<file path="src/led_sel_consts.vh">
// constants for the led indicator source-selection block
// assumes a 25 MHz system clock and 32-bit apb register access
`ifndef LED_SEL_CONSTS_VH
`define LED_SEL_CONSTS_VH

// ****************************************
// clock and timing
// ****************************************
`define CLK_PERIOD_NS 40
`define BLINK_PERIOD_0_MS 50
`define BLINK_PERIOD_1_MS 100
`define BLINK_PERIOD_2_MS 200
`define BLINK_PERIOD_3_MS 500
// half a blink period in clock cycles, rounded down
`define BLINK_HALF_CYC(ms) (((ms) * 1000000) / `CLK_PERIOD_NS / 2)

// ****************************************
// register map: word index, byte address is four times it
// ****************************************
`define ADDR_W 13
`define LED_CFG_IDX 11'h460
`define LED_STAT_IDX 11'h464
`define LED_CFG_ADDR {`LED_CFG_IDX, 2'b00}
`define LED_STAT_ADDR {`LED_STAT_IDX, 2'b00}

// ****************************************
// config field layout and reset
// ****************************************
`define CFG_RST 16'h2610
`define CFG_SRC_A_LSB 0
`define CFG_SRC_B_LSB 4
`define CFG_SRC_C_LSB 8
`define CFG_RATE_LSB 12
`define CFG_RATE_MSB 13

// ****************************************
// status field layout
// ****************************************
`define STAT_LED_LSB 0
`define STAT_LOST_BIT 3
`define STAT_PRBS_BIT 4
`define STAT_PHASE_BIT 5
`define STAT_LINK_BIT 6

// ****************************************
// led source encodings
// ****************************************
`define SRC_LINK 4'h0
`define SRC_LINK_ACT 4'h1
`define SRC_LINK_TX 4'h2
`define SRC_LINK_RX 4'h3
`define SRC_LINK_MASTER 4'h4
`define SRC_LINK_SLAVE 4'h5
`define SRC_ACT 4'h6
`define SRC_LINK_LOST 4'h9
`define SRC_PRBS_ERR 4'ha

`endif

</file>
<file path="src/blink_timer.v">
// blink phase generator for the activity indicators
// assumes the half-period counts fit the counter width
`timescale 1ns/100ps
`include "led_sel_consts.vh"

module blink_timer #(
	parameter CNT_W = 24,
	parameter [CNT_W-1:0] HALF_0 = `BLINK_HALF_CYC(`BLINK_PERIOD_0_MS),
	parameter [CNT_W-1:0] HALF_1 = `BLINK_HALF_CYC(`BLINK_PERIOD_1_MS),
	parameter [CNT_W-1:0] HALF_2 = `BLINK_HALF_CYC(`BLINK_PERIOD_2_MS),
	parameter [CNT_W-1:0] HALF_3 = `BLINK_HALF_CYC(`BLINK_PERIOD_3_MS)
) (
	// clock and reset
	input wire clk_sys_in,
	input wire rst_in,
	// control
	input wire [1:0] rate_in,
	// phase
	output wire phase_out
);

	reg [CNT_W-1:0] cnt_q;
	reg phase_q;
	reg [1:0] rate_q;
	reg [CNT_W-1:0] half;

	always @* begin
		case (rate_q)
			2'h0: half = HALF_0;
			2'h1: half = HALF_1;
			2'h2: half = HALF_2;
			default: half = HALF_3;
		endcase
	end

	// a rate change restarts the period with phase low, so a low half-cycle in progress is stretched by a full new half
	always @(posedge clk_sys_in) begin
		if (rst_in) begin
			cnt_q <= {CNT_W{1'b0}};
			phase_q <= 1'b0;
			rate_q <= 2'h2;
		end else begin
			rate_q <= rate_in;
			if (rate_q != rate_in) begin
				cnt_q <= {CNT_W{1'b0}};
				phase_q <= 1'b0;
			end else if (cnt_q >= half - {{(CNT_W-1){1'b0}}, 1'b1}) begin
				cnt_q <= {CNT_W{1'b0}};
				phase_q <= ~phase_q;
			end else begin
				cnt_q <= cnt_q + {{(CNT_W-1){1'b0}}, 1'b1};
			end
		end
	end

	assign phase_out = phase_q;

endmodule

</file>
<file path="src/led_indicator_select.v">
// led indicator source selection, blink and latch logic with an apb slave
// assumes status inputs are synchronous to clk_sys_in and the apb master
// follows the usual setup/access sequence
//
// Functional notes
// - bits 13:12 pick blink period 50, 100, 200 or 500 ms; reset 10.
// - bits 3:0 choose led a source; 0000-0011 link, link+any/tx/rx activity.
// - 0100 link as master, 0101 link as slave, 0110 activity; 0111, 1000 and 1011-1111 reserved.
// - bits 7:4 choose led b source, reset 0001, same encoding.
// - bits 11:8 choose led c source, reset 0110, same encoding.
// - code 1001 latches led on at link loss until status register read.
// - code 1010 latches led on at pattern error until counter cleared.
//
// Design decisions made here: the register addresses and the APB interface to the registers.
`timescale 1ns/100ps
`include "led_sel_consts.vh"

module led_indicator_select #(
	parameter CNT_W = 24,
	parameter [CNT_W-1:0] BLINK_HALF_0 = `BLINK_HALF_CYC(`BLINK_PERIOD_0_MS),
	parameter [CNT_W-1:0] BLINK_HALF_1 = `BLINK_HALF_CYC(`BLINK_PERIOD_1_MS),
	parameter [CNT_W-1:0] BLINK_HALF_2 = `BLINK_HALF_CYC(`BLINK_PERIOD_2_MS),
	parameter [CNT_W-1:0] BLINK_HALF_3 = `BLINK_HALF_CYC(`BLINK_PERIOD_3_MS)
) (
	// clock and reset
	input wire clk_sys_in,
	input wire rst_in,

	// apb slave
	input wire psel_in,
	input wire penable_in,
	input wire pwrite_in,
	input wire [`ADDR_W-1:0] paddr_in,
	input wire [31:0] pwdata_in,
	input wire [3:0] pstrb_in,
	output wire [31:0] prdata_out,
	output wire pready_out,
	output wire pslverr_out,

	// phy status
	input wire link_up_in,
	input wire tx_act_in,
	input wire rx_act_in,
	input wire master_in,
	input wire prbs_err_in,
	input wire prbs_cnt_clr_in,
	input wire status_read_in,

	// indicator pins
	output wire indicator_out_a,
	output wire indicator_out_b,
	output wire indicator_out_c
);

	// ****************************************
	// source decode
	// ****************************************

	// one decode shared by all three outputs
	function led_level;
		input [3:0] src;
		input link;
		input tx;
		input rx;
		input master;
		input phase;
		input lost;
		input prbs;
		reg act;
		begin
			act = tx | rx;
			led_level = 1'b0;
			case (src)
				`SRC_LINK: begin
					led_level = link;
				end
				`SRC_LINK_ACT: begin
					led_level = link & (act ? phase : 1'b1);
				end
				`SRC_LINK_TX: begin
					led_level = link & (tx ? phase : 1'b1);
				end
				`SRC_LINK_RX: begin
					led_level = link & (rx ? phase : 1'b1);
				end
				`SRC_LINK_MASTER: begin
					led_level = link & master;
				end
				`SRC_LINK_SLAVE: begin
					led_level = link & ~master;
				end
				`SRC_ACT: begin
					led_level = act & phase;
				end
				`SRC_LINK_LOST: begin
					led_level = lost;
				end
				`SRC_PRBS_ERR: begin
					led_level = prbs;
				end
				default: begin
					// reserved codes keep the led dark
					led_level = 1'b0;
				end
			endcase
		end
	endfunction

	// ****************************************
	// registers
	// ****************************************

	reg [15:0] cfg_q;
	reg [15:0] cfg_d;
	reg link_prev_q;
	reg lost_q;
	reg prbs_q;
	reg [2:0] led_q;
	reg [31:0] prdata_q;
	reg pready_q;
	reg pslverr_q;
	wire phase;
	wire [3:0] src [0:2];
	wire access;
	wire hit_cfg;
	wire hit_stat;
	reg [15:0] stat;

	assign src[0] = cfg_q[`CFG_SRC_A_LSB+3:`CFG_SRC_A_LSB];
	assign src[1] = cfg_q[`CFG_SRC_B_LSB+3:`CFG_SRC_B_LSB];
	assign src[2] = cfg_q[`CFG_SRC_C_LSB+3:`CFG_SRC_C_LSB];

	// ****************************************
	// blink phase
	// ****************************************

	blink_timer #(
		.CNT_W(CNT_W),
		.HALF_0(BLINK_HALF_0),
		.HALF_1(BLINK_HALF_1),
		.HALF_2(BLINK_HALF_2),
		.HALF_3(BLINK_HALF_3)
	) u_blink (
		.clk_sys_in(clk_sys_in),
		.rst_in(rst_in),
		.rate_in(cfg_q[`CFG_RATE_MSB:`CFG_RATE_LSB]),
		.phase_out(phase)
	);

	// ****************************************
	// sticky indications
	// ****************************************

	// a loss or error in the same cycle as its clear wins, so none is missed
	// link_prev starts low so a link held down through reset is not taken as a loss
	always @(posedge clk_sys_in) begin
		if (rst_in) begin
			link_prev_q <= 1'b0;
			lost_q <= 1'b0;
			prbs_q <= 1'b0;
		end else begin
			link_prev_q <= link_up_in;
			if (link_prev_q & ~link_up_in) begin
				lost_q <= 1'b1;
			end else if (status_read_in) begin
				lost_q <= 1'b0;
			end
			if (prbs_err_in) begin
				prbs_q <= 1'b1;
			end else if (prbs_cnt_clr_in) begin
				prbs_q <= 1'b0;
			end
		end
	end

	// ****************************************
	// indicator outputs
	// ****************************************

	genvar i;
	generate
		for (i = 0; i < 3; i = i + 1) begin : g_led
			always @(posedge clk_sys_in) begin
				if (rst_in) begin
					led_q[i] <= 1'b0;
				end else begin
					led_q[i] <= led_level(src[i], link_up_in, tx_act_in, rx_act_in,
						master_in, phase, lost_q, prbs_q);
				end
			end
		end
	endgenerate

	assign indicator_out_a = led_q[0];
	assign indicator_out_b = led_q[1];
	assign indicator_out_c = led_q[2];

	// ****************************************
	// apb slave
	// ****************************************

	// one wait state: pready rises in the second access cycle, so the read
	// mux gets a whole cycle and stays off the bus timing path
	localparam [1:0] ST_IDLE = 2'h0;
	localparam [1:0] ST_ACK = 2'h1;

	reg [1:0] state_q;
	reg [1:0] state_d;

	// one compare serves the error flag, the read mux and the write enable
	function addr_hit;
		input [`ADDR_W-1:0] addr;
		input [`ADDR_W-1:0] target;
		begin
			addr_hit = (addr == target);
		end
	endfunction

	// unmapped reads return zero; the upper half word has no storage
	function [31:0] read_word;
		input sel_cfg;
		input sel_stat;
		input [15:0] cfg;
		input [15:0] status;
		begin
			read_word = 32'h00000000;
			if (sel_cfg) begin
				read_word = {16'h0000, cfg};
			end else if (sel_stat) begin
				read_word = {16'h0000, status};
			end
		end
	endfunction

	assign access = psel_in & penable_in;
	assign hit_cfg = addr_hit(paddr_in, `LED_CFG_ADDR);
	assign hit_stat = addr_hit(paddr_in, `LED_STAT_ADDR);

	// status word: led levels, both latches, blink phase and live link
	always @* begin
		stat = 16'h0000;
		stat[`STAT_LED_LSB+2:`STAT_LED_LSB] = led_q;
		stat[`STAT_LOST_BIT] = lost_q;
		stat[`STAT_PRBS_BIT] = prbs_q;
		stat[`STAT_PHASE_BIT] = phase;
		stat[`STAT_LINK_BIT] = link_up_in;
	end

	// byte lanes above the low half word have no storage
	always @* begin
		cfg_d = cfg_q;
		if (pstrb_in[0]) begin
			cfg_d[7:0] = pwdata_in[7:0];
		end
		if (pstrb_in[1]) begin
			cfg_d[15:8] = pwdata_in[15:8];
		end
	end

	always @* begin
		state_d = state_q;
		case (state_q)
			ST_IDLE: begin
				if (access) begin
					state_d = ST_ACK;
				end
			end
			ST_ACK: begin
				state_d = ST_IDLE;
			end
			default: begin
				state_d = ST_IDLE;
			end
		endcase
	end

	// the write lands on the edge that shows pready high to the master
	always @(posedge clk_sys_in) begin
		if (rst_in) begin
			state_q <= ST_IDLE;
			cfg_q <= `CFG_RST;
			prdata_q <= 32'h00000000;
			pready_q <= 1'b0;
			pslverr_q <= 1'b0;
		end else begin
			state_q <= state_d;
			pready_q <= (state_d == ST_ACK);
			pslverr_q <= 1'b0;
			if ((state_q == ST_IDLE) & access) begin
				pslverr_q <= ~(hit_cfg | hit_stat);
				if (pwrite_in) begin
					prdata_q <= 32'h00000000;
				end else begin
					prdata_q <= read_word(hit_cfg, hit_stat, cfg_q, stat);
				end
			end
			if ((state_q == ST_ACK) & access & pwrite_in & hit_cfg) begin
				cfg_q <= cfg_d;
			end
		end
	end

	assign prdata_out = prdata_q;
	assign pready_out = pready_q;
	assign pslverr_out = pslverr_q;

endmodule

</file>
<file path="config.mk">
export PLATFORM = sky130hd
export DESIGN_NAME = led_indicator_select
export DESIGN_NICKNAME = d
export VERILOG_FILES = /design/src/blink_timer.v /design/src/led_indicator_select.v
export VERILOG_INCLUDE_DIRS = /design/src
export SDC_FILE = /design/constraint.sdc
export NUM_CORES = 1
export LEC_CHECK = 0
export CORE_MARGIN = 2
export CORE_UTILIZATION = 60
export CTS_CLUSTER_DIAMETER = 60
export DETAILED_ROUTE_END_ITERATION = 8
export DONT_BUFFER_PORTS = 1
export HOLD_SLACK_MARGIN = 0.06
export PLACE_DENSITY = 0.87
export SYNTH_ARGS = -nofsm -noshare
export SYNTH_HDL_FRONTEND = slang
export SYNTH_SLANG_ARGS = --single-unit
</file>
<file path="constraint.sdc">
create_clock -name clk_sys_in -period 8.5 [get_ports clk_sys_in]
set_input_delay 1.275 -clock clk_sys_in [delete_from_list [all_inputs] [get_ports clk_sys_in]]
set_output_delay 1.275 -clock clk_sys_in [all_outputs]
set_load 0.03 [all_outputs]
</file>
==> Yosys cells after proc, flatten, opt, wreduce, memory -nomap -nowiden <==
Index checks and enable logic that the tools add are counted.
{ "totals": {"out_inout_bits": 37, "ff_bits": 85, "wordCells": 96, "input_bits": 61} }
{ "op_classes": {"muxes": 16, "n_reduce_logical": 12, "add_sub_neg": 2, "bitwise_logic": 19, "magnitude_cmp": 1, "n_eq_ne": 31} }
{ "ops": {"columns": ["cell", "n"], "rows": [
  ["$pmux 23 s3", 1],
  ["$eq 4x3->1 const B", 9],
  ["$mux 16", 2],
  ["$pmux 1 s9", 3],
  ["$eq 13x13->1 const B", 2],
  ["$add 24x1->24 const B", 1],
  ["$eq 4x2->1 const B", 6],
  ["$eq 4x4->1 const B", 6],
  ["$ge 24x24->1", 1],
  ["$sub 23x1->24 const B", 1],
  ["$and 1x1->1", 12],
  ["$eq 4x1->1 const B", 3],
  ["$logic_not 4->1", 3],
  ["$mux 1", 7],
  ["$mux 7", 1],
  ["$eq 2x1->1 const B", 3],
  ["$not 1->1", 5],
  ["$logic_not 2->1", 2],
  ["$mux 2", 2],
  ["$reduce_and 2->1", 2],
  ["$reduce_bool 2->1", 2],
  ["$reduce_or 2->1", 2],
  ["$reduce_or 3->1", 1],
  ["$eq 2x2->1 const B", 1],
  ["2 further kinds", 3]
]} }

==> Depth between registers and ports, before layout <==
{ "logic_depth": {"ltp_word": 5, "mapped_depth": 13, "ltp_nobuf": 12} }

==> By module <==
From an unflattened synthesis, not the netlist that was laid out.
{ "unflattened": {"cells_unflattened": 421, "area_unflattened_um2": 3915.0} }
{ "modules_own_cells": {"columns": ["module", "cells_each", "n_inst", "seq_area_each_um2", "area_each_um2"], "rows": [
  ["led_indicator_select", 219, 1, 840.8, 1996.9],
  ["blink_timer", 202, 1, 540.5, 1918.1]
]} }

==> Least setup slack after synthesis <==
No wires, ideal clock.
{ "synth_path": {"path_kind": "input-to-reg", "start": "input port paddr_in[9]", "end": "register cfg_q[4]", "t_required_ps": 8380, "cell_stages": 5, "t_arrival_ps": 2599, "slack_ps": 5781, "setup_time_ps": 120, "path_buffers": 0, "cell_sequence": "nor4b_4 > nand4_2 > nor4_4 > nand2_4 > a211o_1"} }
{ "synth_via": {"elab_chain_cells": 3} }
{ "synth_rtl": {"columns": ["element", "line_no", "text"], "rows": [
  ["start: declaration", "led_indicator_select.v:33", "input wire [`ADDR_W-1:0] paddr_in,"],
  ["$eq 13x13->1", "led_indicator_select.v:215", "addr_hit = (addr == target);"],
  ["$and 1x1->1", "led_indicator_select.v:297", "if ((state_q == ST_ACK) & access & pwrite_in & hit_cfg) begin"],
  ["$reduce_and 2->1 (no line)", null, null],
  ["end signal: assignment", "led_indicator_select.v:281", "cfg_q <= `CFG_RST;"],
  ["end signal: assignment", "led_indicator_select.v:298", "cfg_q <= cfg_d;"],
  ["end: declaration", "led_indicator_select.v:113", "reg [15:0] cfg_q;"]
]} }
Every way passes these cells.
A chain may end at the register's enable or synchronous reset.

==> Worst setup path in the final report <==
{ "layout_path": {"start": "register u_blink.rate_q[0]", "end": "register u_blink.cnt_q[20]"} }
{ "layout_via": {"elab_chain_cells": 5, "elab_cells_between_ends": 8, "cone_classes": "add/sub (1); order compare (1); eq/ne (3); mux (1); reduce/logical (2)"} }
{ "layout_rtl": {"columns": ["element", "line_no", "text"], "rows": [
  ["start: declaration", "blink_timer.v:24", "reg [1:0] rate_q;"],
  ["start signal: assignment", "blink_timer.v:43", "rate_q <= rate_in;"],
  ["$eq 2x2->1 (tied with other cells)", "blink_timer.v:28", "case (rate_q)"],
  ["$pmux 23 s3", "blink_timer.v:28", null],
  ["$sub 23x1->24", "blink_timer.v:47", "end else if (cnt_q >= half - {{(CNT_W-1){1'b0}}, 1'b1}) begin"],
  ["$ge 24x24->1", "blink_timer.v:47", null],
  ["$reduce_or 3->1 (no line) (*)", null, null],
  ["end signal: assignment", "blink_timer.v:45", "cnt_q <= {CNT_W{1'b0}};"],
  ["end signal: assignment", "blink_timer.v:48", "cnt_q <= {CNT_W{1'b0}};"],
  ["end signal: assignment", "blink_timer.v:51", "cnt_q <= cnt_q + {{(CNT_W-1){1'b0}}, 1'b1};"],
  ["end: declaration", "blink_timer.v:22", "reg [CNT_W-1:0] cnt_q;"]
]} }
Mark *: on every way between the ends. The rest lies on a longest branch, timed or not.

==> impl_metrics.py <==
metrics = {
    "status": {
        "status": "finished, final reports clean",
    },
    "worst_setup_path": {
        "cp_top_family": "simple AND/OR/NAND/NOR gates",
        "worstPathArrival_ps": 3900,
        "required_ps": 8770,
        "startpoint_type": "flop",
        "startpoint": "u_blink.rate_q[0]",
        "path_max_fanout": 24,
        "critPathKind": "reg2reg",
        "endpoint_kind": "flop",
        "path_cells": "inv_1 > ha_1 > nand2_1 > nor4_1 > xor2_1 > ha_1 > a21oi_1 > a21oi_1 > a211oi_1 > o22a_1 > nand3_1 > nor2_1",
        "r2r-end": "u_blink.cnt_q[20]",
        "cp.buffers_inverters": 1,
        "crit_slowest_cell": "nand3_1",
        "critPathMaxStageDelay_ps": 650,
        "r2r_cells": 12,
        "r2r_start": "u_blink.rate_q[0]",
        "reg2reg_slack_ps": 4870,
    },
    "final_layout": {
        "utilization": 0.6475,
        "nets": 507,
        "area_growth_pct": 4.530,
        "antenna_cells": 0,
        "drive_gt1_frac": 0.06176,
    },
    "place": {
        "post-dp-hpwl_um": 5355,
        "place_congestion": 0.9387,
        "io_buffers": 0,
    },
    "logic_synthesis": {
        "avgSynthCellArea_um2": 8.764,
        "synth.distinct_cells": 47,
        "synth_compound_area_frac": 0.1352,
        "yosysSeqAreaShare": 0.3789,
        "yosysTopAreaCell": "dfxtp_1",
        "synthSimpleGateAreaFrac": 0.2261,
        "synth-main-ff-cell": "dfxtp_1",
        "synthTopCellsByArea": "dfxtp_1 (38%), ha_1 (10%), nor2_1 (6.5%)",
        "synth-edff-count": 0,
        "synth_top_family_by_area": "simple AND/OR/NAND/NOR gates",
        "yosys.area_share.adder": 0.1030,
        "synth_xor_area_frac": 0.06005,
        "async_flop_share": 0,
        "yosys.area.top_type_share": 0.3789,
        "synth.cell_area_mm2": 0.003646,
        "yosysWarnings": 0,
        "muxShareOfSynthArea": 0.03294,
        "synth-seq-cells": 69,
        "syn_inst": 416,
    },
    "floorplanning": {
        "rows": 28,
        "core_mm2": 0.005886,
        "ios": 98,
        "fp.dieH_um": 81.95,
        "initial_utilization": 0.6195,
        "die_w_um": 81.95,
        "die_area_mm2": 0.006716,
    },
    "sta": {
        "hold_violations": 0,
        "skew_ps": 7.310,
        "worstMarginPinSlew_ps": 1118,
        "setup_viol": 0,
        "slew_violations": 0,
        "grt_setup_unrepaired": "no",
        "clock.fmax_mhz": 275.5,
        "max_slew_margin": 0.2505,
        "whs_ps": 468.3,
        "finalSetupTns_ps": 0,
        "post-route-period-util": 0.4270,
        "period_minus_slack_ps": 3630,
    },
    "pwr": {
        "power.leakage_nw": 1.609,
        "power_uw": 590.7,
        "ir_drop_v": 0.0001230,
        "power.density_mw_per_mm2": 155.0,
    },
    "global_routing": {
        "gr-usage-all-layers": 0.2339,
        "grt_pass1_wl_um": 12030,
        "grt_overflow": 0,
        "antenna_found_initial": 0,
        "grt_pass1_vias": 2686,
        "grt_max_degree": 45,
    },
    "clock_network": {
        "hold_buffers": 0,
        "cts_tree": "done",
        "cts_buffers": 9,
        "clk_latency_ps": 350,
        "cts_buffer_depth": 2,
        "postCtsSetupRepairBufs": 0,
        "cts_htree_levels": 3,
        "cts-root-buf": "clkbuf_8",
        "cts.reportedPaths.clkPinSlew_ps": 80,
        "cts_resized": 0,
        "clock-sinks": 69,
    },
    "drt": {
        "finalWirelength_um": 7267,
        "num_vias": 2849,
        "ant_nets": 0,
        "viasPerCell": 5.744,
        "drc_errors": 0,
        "routedWlPerCell_um": 14.65,
        "drt_pre_antenna_iters": 5,
        "drtIter0Drc": 186,
    },
    "hold_path": {
        "worstHoldStart": "u_blink.cnt_q[0]",
        "min_path_cells": 1,
        "min_path_type": "reg2reg",
        "whs_endpoint": "u_blink.cnt_q[0]",
    },
    "flow_run": {
        "maxCapViolCount": 0,
    },
}
[layout by cell type (no fill, tap or decap), types with 3 or more instances in the layout]
cell type | netlist | final
a211o_1 | 5 | 5
a21oi_1 | 22 | 22
a22oi_1 | 18 | 18
and3_1 | 6 | 6
clkbuf_8 | 0 | 9
clkinvlp_4 | 0 | 3
conb_1 | 2 | 18
dfxtp_1 | 69 | 69
ha_1 | 30 | 30
inv_1 | 16 | 16
mux2i_1 | 12 | 12
nand2_1 | 34 | 34
nand2b_1 | 3 | 3
nand3_1 | 17 | 17
nand4_1 | 3 | 3
nor2_1 | 63 | 63
nor2b_1 | 7 | 7
nor3_1 | 7 | 7
nor3_2 | 3 | 3
nor4_4 | 3 | 3
o21a_1 | 3 | 3
o21ai_0 | 10 | 10
o22ai_1 | 4 | 4
xnor2_1 | 12 | 12
xor2_1 | 13 | 13
[metal layers]
layer / part of all wire / up-vias / GRT usage
met5: 0 / - / 0
met4: 0.017 / 0 / 0.08833
met3: 0.065 / 17 / 0.08571
met2: 0.51 / 83 / 0.4024
met1: 0.41 / 1334 / 0.2633
li1: - / 1415 / -
[how the worst max path moves through the flow]
stage	endpoint	cells after the start
after CTS	u_blink.cnt_q[20]	12
final	u_blink.cnt_q[20]	12
after detailed placement	u_blink.cnt_q[9]	12
after global routing	u_blink.cnt_q[9]	12
after global placement	prdata_out[5]	5
after floorplan	cfg_q[4]	5
[Yosys cell counts, drive strengths merged, types with 2 or more instances]
| library cell | n |
|---|---|
| nor2b | 7 |
| and2 | 2 |
| nand4 | 4 |
| a211o | 5 |
| dfxtp | 69 |
| and3 | 6 |
| xnor2 | 12 |
| inv | 16 |
| nand3 | 17 |
| conb | 2 |
| a21o | 2 |
| nor4 | 4 |
| a21oi | 22 |
| o22ai | 4 |
| a211oi | 2 |
| buf | 19 |
| ha | 30 |
| mux2i | 12 |
| and4 | 2 |
| nor3 | 10 |
| nand2b | 3 |
| o21ai | 12 |
| nand2 | 36 |
| a22oi | 18 |
| xor2 | 13 |
| o21a | 3 |
| clkbuf | 8 |
| nor2 | 63 |
[power by group]
part / internal, mW / switching, mW
Combinational: 0.00536 / 0.0171
Sequential: 0.326 / 0.00392
Clock: 0.108 / 0.131
Total: 0.439 / 0.152
[per-stage QoR]
step / setup slack (ps) / cells / cell area (um2)
global route: 4538 / 496 / 3811
finish: 4870 / 496 / 3811
floorplan: 5781 / 432 / 3706
detailed placement: 4857 / 480 / 3635
global placement: 4987 / 480 / 3635
CTS: 4816 / 496 / 3811
[cell type report]
type / instances / area, um2
clock buffers: 10 / 127.6
clock inverters: 6 / 48.80
fillers: 471 / 2074
inverters: 16 / 60.06
multi-input cells: 320 / 2100
flip-flops and latches: 69 / 1381
well taps: 75 / 93.84
[sequential cells by signal, indices dropped and copies added (netlist names)]
name	count
u_blink.cnt_q	24
cfg_q	16
prdata_out	16
state_q	2
u_blink.rate_q	2
indicator_out_a	1
indicator_out_b	1
indicator_out_c	1
link_prev_q	1
lost_q	1
prbs_q	1
pready_out	1
pslverr_out	1
u_blink.phase_out	1
[kinds of logic after synthesis]
logic type | Yosys count
flip-flops | 69
other | 2
buffers and inverters | 43
AND/OR/NAND/NOR | 159
multiplexers | 12
AO/OA/AOI/OAI | 76
adder cells (fa/ha/maj) | 30
XOR/XNOR | 25
Power figures use the tool's default switching activity.
